File: config.mk
export PLATFORM = sky130hd
export DESIGN_NAME = daf_core
export DESIGN_NICKNAME = d
export VERILOG_FILES = /design/src/verilog/daf_pkg.sv /design/src/verilog/daf_alu.sv /design/src/verilog/daf_ptr.sv /design/src/verilog/daf_core.sv
export SDC_FILE = /design/constraint.sdc
export NUM_CORES = 1
export LEC_CHECK = 0
export BUFFER_PORTS_ARGS = -buffer_cell sky130_fd_sc_hd__buf_2
export CORE_ASPECT_RATIO = 1.5
export CORE_MARGIN = 1.5
export CORE_UTILIZATION = 51
export CTS_CLUSTER_DIAMETER = 80
export CTS_CLUSTER_SIZE = 25
export DETAILED_ROUTE_END_ITERATION = 8
export PLACE_DENSITY_LB_ADDON = 0.25
export SYNTH_ARGS = -nofsm -noshare
export SYNTH_HDL_FRONTEND = slang
export SYNTH_HIERARCHICAL = 1
export SYNTH_SLANG_ARGS = --single-unit
File: constraint.sdc
create_clock -name sys_clk -period 4.5 [get_ports sys_clk]
set_input_delay 0.45 -clock sys_clk [delete_from_list [all_inputs] [get_ports sys_clk]]
set_output_delay 0.45 -clock sys_clk [all_outputs]
set_load 0.01 [all_outputs]
File: src/verilog/daf_pkg.sv
// Shared types, constants and helpers for the data address and flag block
`default_nettype none

package daf_pkg;

    // ----------------------------------------------------------------
    // Widths and fixed addresses
    // ----------------------------------------------------------------
    localparam int unsigned DADDR_W = 12;
    localparam int unsigned PTR_COUNT = 3;
    localparam logic [11:0] FLAG_DADDR = 12'hfd8;
    localparam logic [7:0] ACC_SPLIT = 8'h80;
    localparam logic [7:0] IDX_LIMIT = 8'h5f;
    localparam logic [3:0] ACC_HIGH_BANK = 4'hf;
    localparam logic [1:0] IDX_PTR = 2'h2;

    // ----------------------------------------------------------------
    // Flag register layout
    // ----------------------------------------------------------------
    localparam int unsigned FLG_C = 0;
    localparam int unsigned FLG_DC = 1;
    localparam int unsigned FLG_Z = 2;
    localparam int unsigned FLG_OV = 3;
    localparam int unsigned FLG_N = 4;
    localparam logic [4:0] FLG_RESET = 5'h00;
    localparam logic [4:0] FLG_ARITH = 5'h1f;
    localparam logic [4:0] FLG_LOGIC = 5'h14;
    localparam logic [4:0] FLG_NONE = 5'h00;
    localparam logic [2:0] FLG_UNIMPL = 3'h0;

    // ----------------------------------------------------------------
    // APB register map (byte addresses)
    // ----------------------------------------------------------------
    localparam logic [11:0] REG_FLAGS = 12'h000;
    localparam logic [11:0] REG_BANK = 12'h004;
    localparam logic [11:0] REG_WORK = 12'h008;
    localparam logic [11:0] REG_CFG = 12'h00c;
    localparam logic [11:0] REG_PTR_LO0 = 12'h010;
    localparam logic [11:0] REG_PTR_HI0 = 12'h014;
    localparam logic [11:0] REG_PTR_STEP = 12'h008;
    localparam logic [3:0] BANK_RESET = 4'h0;
    localparam logic [7:0] WORK_RESET = 8'h00;

    // ----------------------------------------------------------------
    // Operation encoding from the decoder
    // ----------------------------------------------------------------
    typedef enum logic [2:0] {
        DAF_M_INHERENT, DAF_M_LITERAL, DAF_M_DIRECT, DAF_M_MOVE, DAF_M_INDIRECT, DAF_M_JUMP
    } daf_mode_t;

    typedef enum logic [2:0] {
        DAF_A_NONE, DAF_A_ADD, DAF_A_SUB, DAF_A_AND, DAF_A_ROTL, DAF_A_ROTR, DAF_A_PASS
    } daf_alu_t;

    typedef enum logic [2:0] {
        DAF_I_PLAIN, DAF_I_POST_INCREMENT_OPERAND, DAF_I_POST_DECREMENT_OPERAND, DAF_I_PRE_INCREMENT_OPERAND, DAF_I_POINTER_PLUS_WORKING_OPERAND
    } daf_ind_t;

    typedef enum logic [0:0] {
        DAF_S_IDLE, DAF_S_EXEC
    } daf_state_t;

    typedef struct packed {
        daf_mode_t mode;
        daf_alu_t alu;
        daf_ind_t ind;
        logic [1:0] ptr_sel;
        logic access_sel;
        logic dest_sel;
        logic [7:0] file_addr;
        logic [7:0] literal;
        logic [11:0] move_src;
        logic [11:0] move_dst;
        logic [19:0] jump_target;
    } daf_op_t;

    // ----------------------------------------------------------------
    // Helpers
    // ----------------------------------------------------------------
    function automatic logic [11:0] daf_add12(input logic [11:0] a, input logic [11:0] b);
        daf_add12 = a + b;
    endfunction : daf_add12

    function automatic logic [11:0] daf_access_map(input logic [7:0] f);
        daf_access_map = (f < ACC_SPLIT) ? {4'h0, f} : {ACC_HIGH_BANK, f};
    endfunction : daf_access_map

endpackage : daf_pkg

`default_nettype wire

File: src/verilog/daf_alu.sv
// Arithmetic unit with flag generation
`default_nettype none

module daf_alu (
    // Operation
    input wire daf_pkg::daf_alu_t alu,
    input wire logic [7:0] a,
    input wire logic [7:0] w,
    input wire logic c_in,
    // Result
    output logic [7:0] res,
    output logic [4:0] flags,
    output logic [4:0] mask
);
    import daf_pkg::*;

    logic [8:0] sum;
    logic [4:0] nib;
    logic [7:0] b;

    always_comb begin
        b = (alu == DAF_A_SUB) ? ~w : w;
        sum = {1'b0, a} + {1'b0, b} + {8'h00, (alu == DAF_A_SUB)};
        nib = {1'b0, a[3:0]} + {1'b0, b[3:0]} + {4'h0, (alu == DAF_A_SUB)};
        res = a;
        flags = '0;
        mask = FLG_NONE;
        case (alu)
            DAF_A_ADD, DAF_A_SUB: begin
                res = sum[7:0];
                mask = FLG_ARITH;
                flags[FLG_C] = sum[8];
                flags[FLG_DC] = nib[4];
                flags[FLG_OV] = (a[7] == b[7]) && (sum[7] != a[7]);
            end
            DAF_A_AND: begin
                res = a & w;
                mask = FLG_LOGIC;
            end
            DAF_A_PASS: begin
                mask = FLG_LOGIC;
            end
            DAF_A_ROTL: begin
                res = {a[6:0], c_in};
                mask = FLG_ARITH & ~(5'h1 << FLG_OV);
                flags[FLG_C] = a[7];
                flags[FLG_DC] = a[3];
            end
            DAF_A_ROTR: begin
                res = {c_in, a[7:1]};
                mask = FLG_ARITH & ~(5'h1 << FLG_OV);
                flags[FLG_C] = a[0];
                flags[FLG_DC] = a[4];
            end
            default: begin
                mask = FLG_NONE;
            end
        endcase
        flags[FLG_N] = res[7];
        flags[FLG_Z] = (res == 8'h00);
    end

endmodule : daf_alu

`default_nettype wire

File: src/verilog/daf_ptr.sv
// Pointer address and auto-adjust for indirect operands
`default_nettype none

module daf_ptr (
    // Pointer and mode
    input wire logic [11:0] ptr,
    input wire logic [7:0] w,
    input wire daf_pkg::daf_ind_t ind,
    // Access address and next pointer
    output logic [11:0] addr,
    output logic [11:0] ptr_next
);
    import daf_pkg::*;

    logic [11:0] inc;
    logic [11:0] dec;

    always_comb begin
        // Whole 12-bit pair, low-byte rollover carries into high
        inc = daf_add12(ptr, 12'h001);
        dec = daf_add12(ptr, 12'hfff);
        addr = ptr;
        ptr_next = ptr;
        case (ind)
            DAF_I_POST_INCREMENT_OPERAND: ptr_next = inc;
            DAF_I_POST_DECREMENT_OPERAND: ptr_next = dec;
            DAF_I_PRE_INCREMENT_OPERAND: begin
                addr = inc;
                ptr_next = inc;
            end
            DAF_I_POINTER_PLUS_WORKING_OPERAND: addr = daf_add12(ptr, {{4{w[7]}}, w});
            default: addr = ptr;
        endcase
    end

endmodule : daf_ptr

`default_nettype wire

File: src/verilog/daf_core.sv
// Data address generation, pointer pairs and ALU flag register
//
// The placing of the registers and the APB interface to the registers are this design's own decisions.
`default_nettype none

module daf_core (
    // Clock and reset
    input wire logic sys_clk,
    input wire logic rst,
    // APB slave
    input wire logic psel,
    input wire logic penable,
    input wire logic pwrite,
    input wire logic [11:0] paddr,
    input wire logic [31:0] pwdata,
    output logic [31:0] prdata,
    output logic pready,
    output logic pslverr,
    // Decoder request
    input wire logic op_valid,
    input wire daf_pkg::daf_op_t op,
    output logic op_ready,
    output logic op_done,
    // Data memory
    output logic mem_rd_en,
    output logic [11:0] mem_rd_addr,
    input wire logic [7:0] mem_rd_data,
    output logic mem_wr_en,
    output logic [11:0] mem_wr_addr,
    output logic [7:0] mem_wr_data,
    // Program flow and visible state
    output logic jump_valid,
    output logic [19:0] jump_target,
    output logic [7:0] work_reg,
    output logic [7:0] flag_reg
);
    import daf_pkg::*;

    typedef struct packed {
        daf_state_t state;
        daf_op_t op;
        logic [4:0] flags;
        logic [3:0] bank;
        logic [7:0] work;
        logic ext;
        logic [2:0][11:0] ptr;
        logic rd_en;
        logic [11:0] rd_addr;
        logic wr_en;
        logic [11:0] wr_addr;
        logic [7:0] wr_data;
        logic done;
        logic jump_valid;
        logic [19:0] jump_target;
        logic [31:0] prdata;
        logic pslverr;
    } daf_regs_t;

    daf_regs_t q;
    daf_regs_t d;

    // ----------------------------------------------------------------
    // Helper units
    // ----------------------------------------------------------------
    logic [11:0] ind_addr;
    logic [11:0] ind_next;
    logic [7:0] operand;
    logic [7:0] alu_res;
    logic [4:0] alu_flags;
    logic [4:0] alu_mask;

    daf_ptr u_ptr (
        .ptr(q.ptr[op.ptr_sel]),
        .w(q.work),
        .ind(op.ind),
        .addr(ind_addr),
        .ptr_next(ind_next)
    );

    daf_alu u_alu (
        .alu(q.op.alu),
        .a(operand),
        .w(q.work),
        .c_in(q.flags[FLG_C]),
        .res(alu_res),
        .flags(alu_flags),
        .mask(alu_mask)
    );

    // ----------------------------------------------------------------
    // Combinational next state
    // ----------------------------------------------------------------
    logic apb_setup;
    logic apb_write;
    logic accept;
    logic exec;
    logic indexed;
    logic to_file;
    logic [11:0] tgt;
    logic [7:0] wval;
    logic [31:0] rd_mux;
    logic hit;

    always_comb begin
        d = q;
        d.wr_en = 1'b0;
        d.done = 1'b0;
        d.jump_valid = 1'b0;
        apb_setup = psel && !penable;
        apb_write = psel && penable && pwrite;
        accept = op_valid && (q.state == DAF_S_IDLE);
        exec = (q.state == DAF_S_EXEC);
        indexed = q.ext && !op.access_sel && (op.file_addr <= IDX_LIMIT);
        operand = (q.op.mode == DAF_M_LITERAL) ? q.op.literal : mem_rd_data;
        if (q.rd_addr == FLAG_DADDR && q.op.mode != DAF_M_LITERAL) begin
            operand = {FLG_UNIMPL, q.flags};
        end
        to_file = 1'b0;
        tgt = q.rd_addr;
        wval = alu_res;

        // Register read decode
        hit = 1'b1;
        rd_mux = 32'h0;
        case (paddr)
            REG_FLAGS: rd_mux = {24'h0, FLG_UNIMPL, q.flags};
            REG_BANK: rd_mux = {28'h0, q.bank};
            REG_WORK: rd_mux = {24'h0, q.work};
            REG_CFG: rd_mux = {31'h0, q.ext};
            default: hit = 1'b0;
        endcase
        for (int i = 0; i < PTR_COUNT; i++) begin
            if (paddr == REG_PTR_LO0 + REG_PTR_STEP * i[11:0]) begin
                rd_mux = {24'h0, q.ptr[i][7:0]};
                hit = 1'b1;
            end
            if (paddr == REG_PTR_HI0 + REG_PTR_STEP * i[11:0]) begin
                rd_mux = {28'h0, q.ptr[i][11:8]};
                hit = 1'b1;
            end
        end
        if (apb_setup) begin
            d.prdata = rd_mux;
            d.pslverr = !hit;
        end

        // Register writes; the core below wins on a same-cycle clash
        if (apb_write) begin
            case (paddr)
                REG_FLAGS: d.flags = pwdata[4:0];
                REG_BANK: d.bank = pwdata[3:0];
                REG_WORK: d.work = pwdata[7:0];
                REG_CFG: d.ext = pwdata[0];
                default: d.ext = q.ext;
            endcase
            for (int i = 0; i < PTR_COUNT; i++) begin
                if (paddr == REG_PTR_LO0 + REG_PTR_STEP * i[11:0]) begin
                    d.ptr[i][7:0] = pwdata[7:0];
                end
                if (paddr == REG_PTR_HI0 + REG_PTR_STEP * i[11:0]) begin
                    d.ptr[i][11:8] = pwdata[3:0];
                end
            end
        end

        case (q.state)
            DAF_S_IDLE: begin
                if (accept) begin
                    d.op = op;
                    d.rd_en = 1'b0;
                    d.state = DAF_S_EXEC;
                    case (op.mode)
                        DAF_M_DIRECT: begin
                            d.rd_en = 1'b1;
                            if (op.access_sel) begin
                                d.rd_addr = {q.bank, op.file_addr};
                            end else if (indexed) begin
                                d.rd_addr = daf_add12(q.ptr[IDX_PTR], {4'h0, op.file_addr});
                            end else begin
                                d.rd_addr = daf_access_map(op.file_addr);
                            end
                        end
                        DAF_M_MOVE: begin
                            d.rd_en = 1'b1;
                            d.rd_addr = op.move_src;
                        end
                        DAF_M_INDIRECT: begin
                            d.rd_en = 1'b1;
                            d.rd_addr = ind_addr;
                            d.ptr[op.ptr_sel] = ind_next;
                        end
                        DAF_M_JUMP: begin
                            d.jump_valid = 1'b1;
                            d.jump_target = op.jump_target;
                            d.done = 1'b1;
                            d.state = DAF_S_IDLE;
                        end
                        DAF_M_LITERAL: d.state = DAF_S_EXEC;
                        default: begin
                            d.done = 1'b1;
                            d.state = DAF_S_IDLE;
                        end
                    endcase
                end
            end
            DAF_S_EXEC: begin
                d.state = DAF_S_IDLE;
                d.rd_en = 1'b0;
                d.done = 1'b1;
                if (q.op.mode == DAF_M_MOVE) begin
                    to_file = 1'b1;
                    tgt = q.op.move_dst;
                    wval = operand;
                end else if (q.op.mode != DAF_M_LITERAL) begin
                    to_file = q.op.dest_sel;
                end
                if (q.op.alu != DAF_A_NONE && !to_file) begin
                    d.work = alu_res;
                end
                d.flags = (q.flags & ~alu_mask) | (alu_flags & alu_mask);
                if (to_file && tgt == FLAG_DADDR) begin
                    // Flag target: the result is dropped when flags change
                    if (alu_mask == FLG_NONE) begin
                        d.flags = wval[4:0];
                    end
                end else if (to_file) begin
                    d.wr_en = 1'b1;
                    d.wr_addr = tgt;
                    d.wr_data = wval;
                end
            end
            default: d.state = DAF_S_IDLE;
        endcase
    end

    // ----------------------------------------------------------------
    // State register
    // ----------------------------------------------------------------
    always_ff @(posedge sys_clk) begin
        if (rst) begin
            q <= '0;
        end else begin
            q <= d;
        end
    end

    // ----------------------------------------------------------------
    // Outputs
    // ----------------------------------------------------------------
    assign prdata = q.prdata;
    assign pready = penable;
    assign pslverr = q.pslverr && psel && penable;
    assign op_ready = (q.state == DAF_S_IDLE);
    assign op_done = q.done;
    assign mem_rd_en = q.rd_en;
    assign mem_rd_addr = q.rd_addr;
    assign mem_wr_en = q.wr_en;
    assign mem_wr_addr = q.wr_addr;
    assign mem_wr_data = q.wr_data;
    assign jump_valid = q.jump_valid;
    assign jump_target = q.jump_target;
    assign work_reg = q.work;
    assign flag_reg = {FLG_UNIMPL, q.flags};
endmodule : daf_core

`default_nettype wire

### Word-level counts from Yosys, hierarchy flattened

Cells that the tools add are included.

* equality and inequality tests: 32
* multiplexer cells: 66
* magnitude comparators: 4
* shift-type cells: 0
* divide/modulo/power cells: 0
* reductions and logical operators: 39
* add/sub/neg operators: 8
* multiply operators: 0
* bitwise gates (word level): 9

Operators by type and width (count)
* $mux W32: 6
* $mux W12: 7
* $mux W8: 10
* $mux W74: 1
* $mux W36: 2
* $pmux W8 S4: 2
* $mux W54: 1
* $mux W49: 1
* $eq A12 B5 Y1 const B: 4
* $pmux W12 S2: 2
* $mux W21: 2
* $pmux W13 S3: 1
* $bwmux W36: 1
* $bmux W12 S2: 1
* $demux W12 S2: 1
* $eq A12 B12 Y1 const B: 2
* $eq A12 B4 Y1 const B: 2
* $eq A12 B6 Y1 const B: 2
* $mux W22: 1
* $eq A3 B2 Y1 const B: 7
* $mux W5: 4
* $eq A3 B3 Y1 const B: 6
* $mux W4: 4
* $pmux W5 S3: 1
* other kinds (39): 87

* input port bits: 131
* ROM bits: 0
* bits in latches: 0
* memories kept: 0
* register bits after elaboration: 217
* bits in writable memories: 0
* output and inout bits: 107
* word-level logic and storage cells: 187

### Longest topological paths before layout

* word-level depth: 13
* depth in mapped cells: 18
* depth with buffers taken out: 17

### By module

Netlist, hierarchy kept.

Modules (own cells, without submodules)
* daf_core: sequential area each 2942.8 sq um, cells an instance 1142, times used 1, area each 8954.8 sq um
* daf_ptr: sequential area each 0.0 sq um, cells an instance 193, times used 1, area each 1293.7 sq um
* daf_alu: sequential area each 0.0 sq um, cells an instance 142, times used 1, area each 1029.7 sq um

### Worst setup path after synthesis

No wires, ideal clock.

* path type: input -> register
* from: input port op[62] in the netlist's numbering
* to: register q, in the netlist mem_rd_addr[10]
* buffers on the path: 2
* arrival: 4.273 ns
* stages on the path: 17
* setup time: 0.123 ns
* required time: 4.377 ns
* slack: 0.104 ns
* path through: clkbuf_1 > clkbuf_1 > mux2i_1 > o21ai_0 > inv_1 > fa_1 > nand2b_1 > a21oi_1 > o31ai_1 > mux2_2 > a221oi_1 > o211ai_1 > or3b_2 > a21oi_1 > o21ai_0 > o221ai_1 > a31oi_1

* cells in the longest elaborated chain, start to end: 5
* elaborated cells between the ends (all ways): 6
* those cells by class: add/sub: 2; mux: 4

Ends and longest elaborated chain
* start, declared: line daf_core.sv:21 `input wire daf_pkg::daf_op_t op,`
* $bmux W12 S2 (*): line daf_core.sv:73 `.ptr(q.ptr[op.ptr_sel]),`
* $mux W12 (implied by the code) (*): line daf_core.sv:73
* $add A12 B12 Y12 or $add A12 B1 Y12 (tied branches): line daf_pkg.sv:81 `daf_add12 = a + b;`
* $pmux W12 S2 (*): line daf_ptr.sv:24 `case (ind)`
* named net ind_addr[10]: line daf_core.sv:65 `logic [11:0] ind_addr;`
* $pmux W13 S3 (*): line daf_core.sv:172 `case (op.mode)`
* end signal, assigned: line daf_core.sv:241 `q <= '0;`
* end signal, assigned: line daf_core.sv:243 `q <= d;`
* end, declared: line daf_core.sv:59 `daf_regs_t q;`

Mark *: on every way through the listed nets, which the timed path passes. The rest lies on a longest branch. The select of a mux whose other input is x is not followed.
A chain may end at the register's enable or synchronous reset.

### Worst setup path after layout

* from: register q, in the netlist mem_rd_addr[0]
* to: register q, in the netlist flag_reg[2]

* cells in the longest elaborated chain, start to end: 12
* elaborated cells between the ends (all ways): 18
* those cells by class: add/sub: 2; eq/ne: 2; mux: 8; bitwise: 3; reduce/logical: 3

Ends and longest elaborated chain
* $eq A12 B12 Y1 (*): line daf_core.sv:115 `if (q.rd_addr == FLAG_DADDR && q.op.mode != DAF_M_LITERAL) begin`
* $logic_and A1 B1 Y1 (*): line daf_core.sv:115
* $mux W8 (*): line daf_core.sv:115
* named net operand[2]: line daf_core.sv:67 `logic [7:0] operand;`
* $add A8 B8 Y9: line daf_alu.sv:23 `sum = {1'b0, a} + {1'b0, b} + {8'h00, (alu == DAF_A_SUB)};`
* $add A9 B1 Y9: line daf_alu.sv:23
* $pmux W8 S4 (*): line daf_alu.sv:28 `case (alu)`
* named net alu_res[3]: line daf_core.sv:68 `logic [7:0] alu_res;`
* $logic_not A8 Y1 (*): line daf_alu.sv:60 `flags[FLG_Z] = (res == 8'h00);`
* named net alu_flags[2]: line daf_core.sv:69 `logic [4:0] alu_flags;`
* $and A5 B5 Y5 (*): line daf_core.sv:220 `d.flags = (q.flags & ~alu_mask) | (alu_flags & alu_mask);`
* $or A5 B5 Y5 (*): line daf_core.sv:220
* $mux W5: line daf_core.sv:223 `if (alu_mask == FLG_NONE) begin`
* $mux W5 (*): line daf_core.sv:221 `if (to_file && tgt == FLAG_DADDR) begin`
* $mux W5 (*): line daf_core.sv:166 `case (q.state)`

Marked as above.

==> results by group <==
STA
  • Hold Vio Cnt, Final: 0
  • Final setup viols: 0
  • Worst slew margin: 0.0837
  • Setup TNS: 0 ns
  • Slew @ Worst Pin: approximately 1.4 ns
  • Maximum clock rate: around 0.24 GHz
  • Max-slew violations: 0
  • Setup repair after global routing missed its margin: no
  • Tcrit/Tclk final: 0.925
  • Fin worst setup slack: about 0.34 ns
  • Min Hold Slack: 0.254 ns
  • Max Clock Skew: between 0.009 and 0.01 ns
  • Clock period minus worst slack: 4.16 ns

Placed design
  • Cell Count Post-Placement: about 1800
  • # port buffers: approximately 190
  • Setup Slack @ Placement: 0.369 ns
  • DP HPWL: around 29000 µm
  • Placed Instance Area: approximately 12000 µm²
  • RD Place Congestion: around 0.98

Hold path
  • HP Class: in -> reg

Synthesis
  • Syn avg cell area: 7.64 µm²
  • YS warnings: 6
  • Syn Inst Count: 1477
  • Synth unique cells: 89
  • Post-synth ARST share: 0
  • Mapped Area: between 10000 and 15000 µm²
  • Seq cells post-synth: approximately 150
  • Number of synthesized flops with an enable pin: 0
  • Main flop type after synthesis: dfxtp_1
  • Register area share after synthesis: 0.261

Pwr
  • Cell Int Power: 2.49 mW
  • Maximum VDD drop: about 0.0003 V
  • Pwr/cell area: about 280 nW/µm²
  • Psw: between 1 and 1.5 mW
  • Switching part of the total: 0.295
  • Comb pwr share: 0.187
  • Flop pwr share: 0.392
  • Leakage power: slightly below 5 nW
  • Part of the power in the clock network: 0.421
  • Total power: 3.52 mW

Final layout
  • Fillers: roughly 2100
  • Fin area: 12400 µm²
  • Nets@finish: approximately 1700
  • Post-route non-filler standard cell count: about 1800
  • Final core occ: 0.571
  • Layout area overhead: 9.88%
  • ANT cells: 0
  • Largest reg by FF count: q
  • Max reg flops: approximately 70
  • Commonest non-fill, non-tap cell in the layout: nand2_1
  • Share of post-route cells with drive strength above 1: 0.209
  • Most frequent cells in the layout: 217 x nand2_1, 185 x buf_2, 147 x dfxtp_1

Floorplanning
  • IO Pins: about 240
  • Row count: between 60 and 70
  • Core Area: 21700 µm²
  • Starting density of the core: 0.519
  • Die area: ~23000 µm²
  • Die X: ~120 µm
  • Die Span Y: 185 µm

Setup path
  • CP required: 4.87 ns
  • Crit. End Element: flip-flop
  • Startpoint Class: flip-flop
  • WS Path Type: reg -> reg
  • Worst Path Max Fanout: 10
  • Worst path arrival time: about 4.5 ns

Route
  • Vias: 11500
  • DRC violations left: 0
  • DR vias/cell: 6.27
  • Initial DRC count: 1026
  • Highest routing layer actually used: met4
  • WL met2: around 19000 µm
  • Antenna-violating nets left: 0
  • Met3 wire length: 2260 µm
  • DRT met1 WL: about 14000 µm
  • Final wirelength: ~38000 µm
  • Detailed Routing Iterations Pass 1: 7
  • Wire per inst: between 20 and 25 µm

Clocking
  • CTS sink cnt: 147
  • Clk pin slew, worst setup/hold paths: around 0.060 ns
  • CTS tree: built
  • Clock root buffer: clkbuf_16
  • Setup bufs post-CTS: 0
  • Clock Path Buffers: 2
  • Hold_buf cts: 0
  • Post-CTS Resized: 0
  • Clk_lat worst skew: about 0.43 ns
  • Depth of the CTS H-tree: 4
  • CTS buffer count: 17

Global routing
  • Remaining Overflow, GRT: 0
  • Vias in the first global route: 10700
  • Initial antenna violation count: 0
  • First-pass GRT wire length: roughly 59000 µm
  • Largest net degree at the start of global routing: 90
  • Global Route Usage Sum: 0.321

Outcome
  • Status: completed

Run
  • Max Cap Viol: 0
## critical path: stages (launching register included)
cell and delay (ns):
dfxtp_1 0.36, or4_4 0.64, nor4_2 0.23, buf_4 0.20, o21ai_0 0.26, ha_1 0.44, nand2_1 0.10, o311ai_4 0.30
xnor2_1 0.17, o221ai_1 0.26, or4b_1 0.55, nor4_2 0.26, mux2_2 0.22, a221o_1 0.12
## worst paths after layout
kind,cells past startpoint,end,start,slack [ns]
hold reg to reg,2,jump_target[19]$_SDFFE_PP0P_,jump_target[19]$_SDFFE_PP0P_,0.45
hold / removal,3,jump_target[9]$_SDFFE_PP0P_,op[9],0.25
setup reg to reg,13,flag_reg[2]$_SDFFE_PP0P_,mem_rd_addr[0]$_SDFFE_PP0P_,0.34
setup / recovery,13,flag_reg[2]$_SDFFE_PP0P_,mem_rd_addr[0]$_SDFFE_PP0P_,0.34
## kinds of logic (layout without fill, tap and decap cells)
logic type / count (synthesis) / after routing / synth area share
AOI/OAI and AO/OA: 415 / 415 / 0.246
xor gates and xnor gates: 43 / 43 / 0.0334
adders and majority gates: 33 / 33 / 0.0386
buffers and inverters: 228 / 286 / 0.115
DFF: 147 / 147 / 0.261
muxes: 84 / 84 / 0.0791
other: 1 / 27 / 0.000332
and+or+nand+nor: 526 / 526 / 0.226
## Yosys cell counts (19+ instances only)
master | count | share of area
nand2_1 | 217 | 0.072
nor3_1 | 24 | 0.011
dfxtp_1 | 147 | 0.26
ha_1 | 30 | 0.033
o21ai_0 | 87 | 0.039
inv_1 | 21 | 0.0070
a211oi_1 | 42 | 0.028
nand3_1 | 49 | 0.022
nor2_1 | 110 | 0.037
xnor2_1 | 27 | 0.021
clkbuf_1 | 75 | 0.025
mux2i_1 | 67 | 0.059
buf_4 | 107 | 0.071
a21oi_1 | 125 | 0.055
a311oi_1 | 19 | 0.015
nand4_1 | 19 | 0.011
## routing by layer
layer  global-route usage  vias to the layer above
li1                     -                     5379
met1                0.339                     5377
met2                0.572                      558
met3               0.0534                      187
met4                0.243                        0
met5                    0                        -
## power by group through the flow
stage / Sequential, mW / Clock (mW) / Combinational, mW
floorplan: 1.40 / 0 / 0.475
global placement: 1.41 / 0 / 0.637
detailed placement: 1.41 / 0 / 0.645
CTS: 1.38 / 1.50 / 0.648
global route: 1.39 / 1.56 / 0.715
finish: 1.38 / 1.48 / 0.659
## cell type report
class / instances / area, µm² / share of cell area
Inverter: 22 / 82.6 / 0.00666
Clock buffer: 20 / 457 / 0.0369
Clock inverter: 12 / 154 / 0.0124
Timing Repair Buffer: 232 / 1280 / 0.103
Multi-Input combinational cell: 1128 / 7140 / 0.576
Tap cell: 272 / 340 / 0.0275
Sequential cell: 147 / 2940 / 0.237
(Power assumes the default switching activity.)
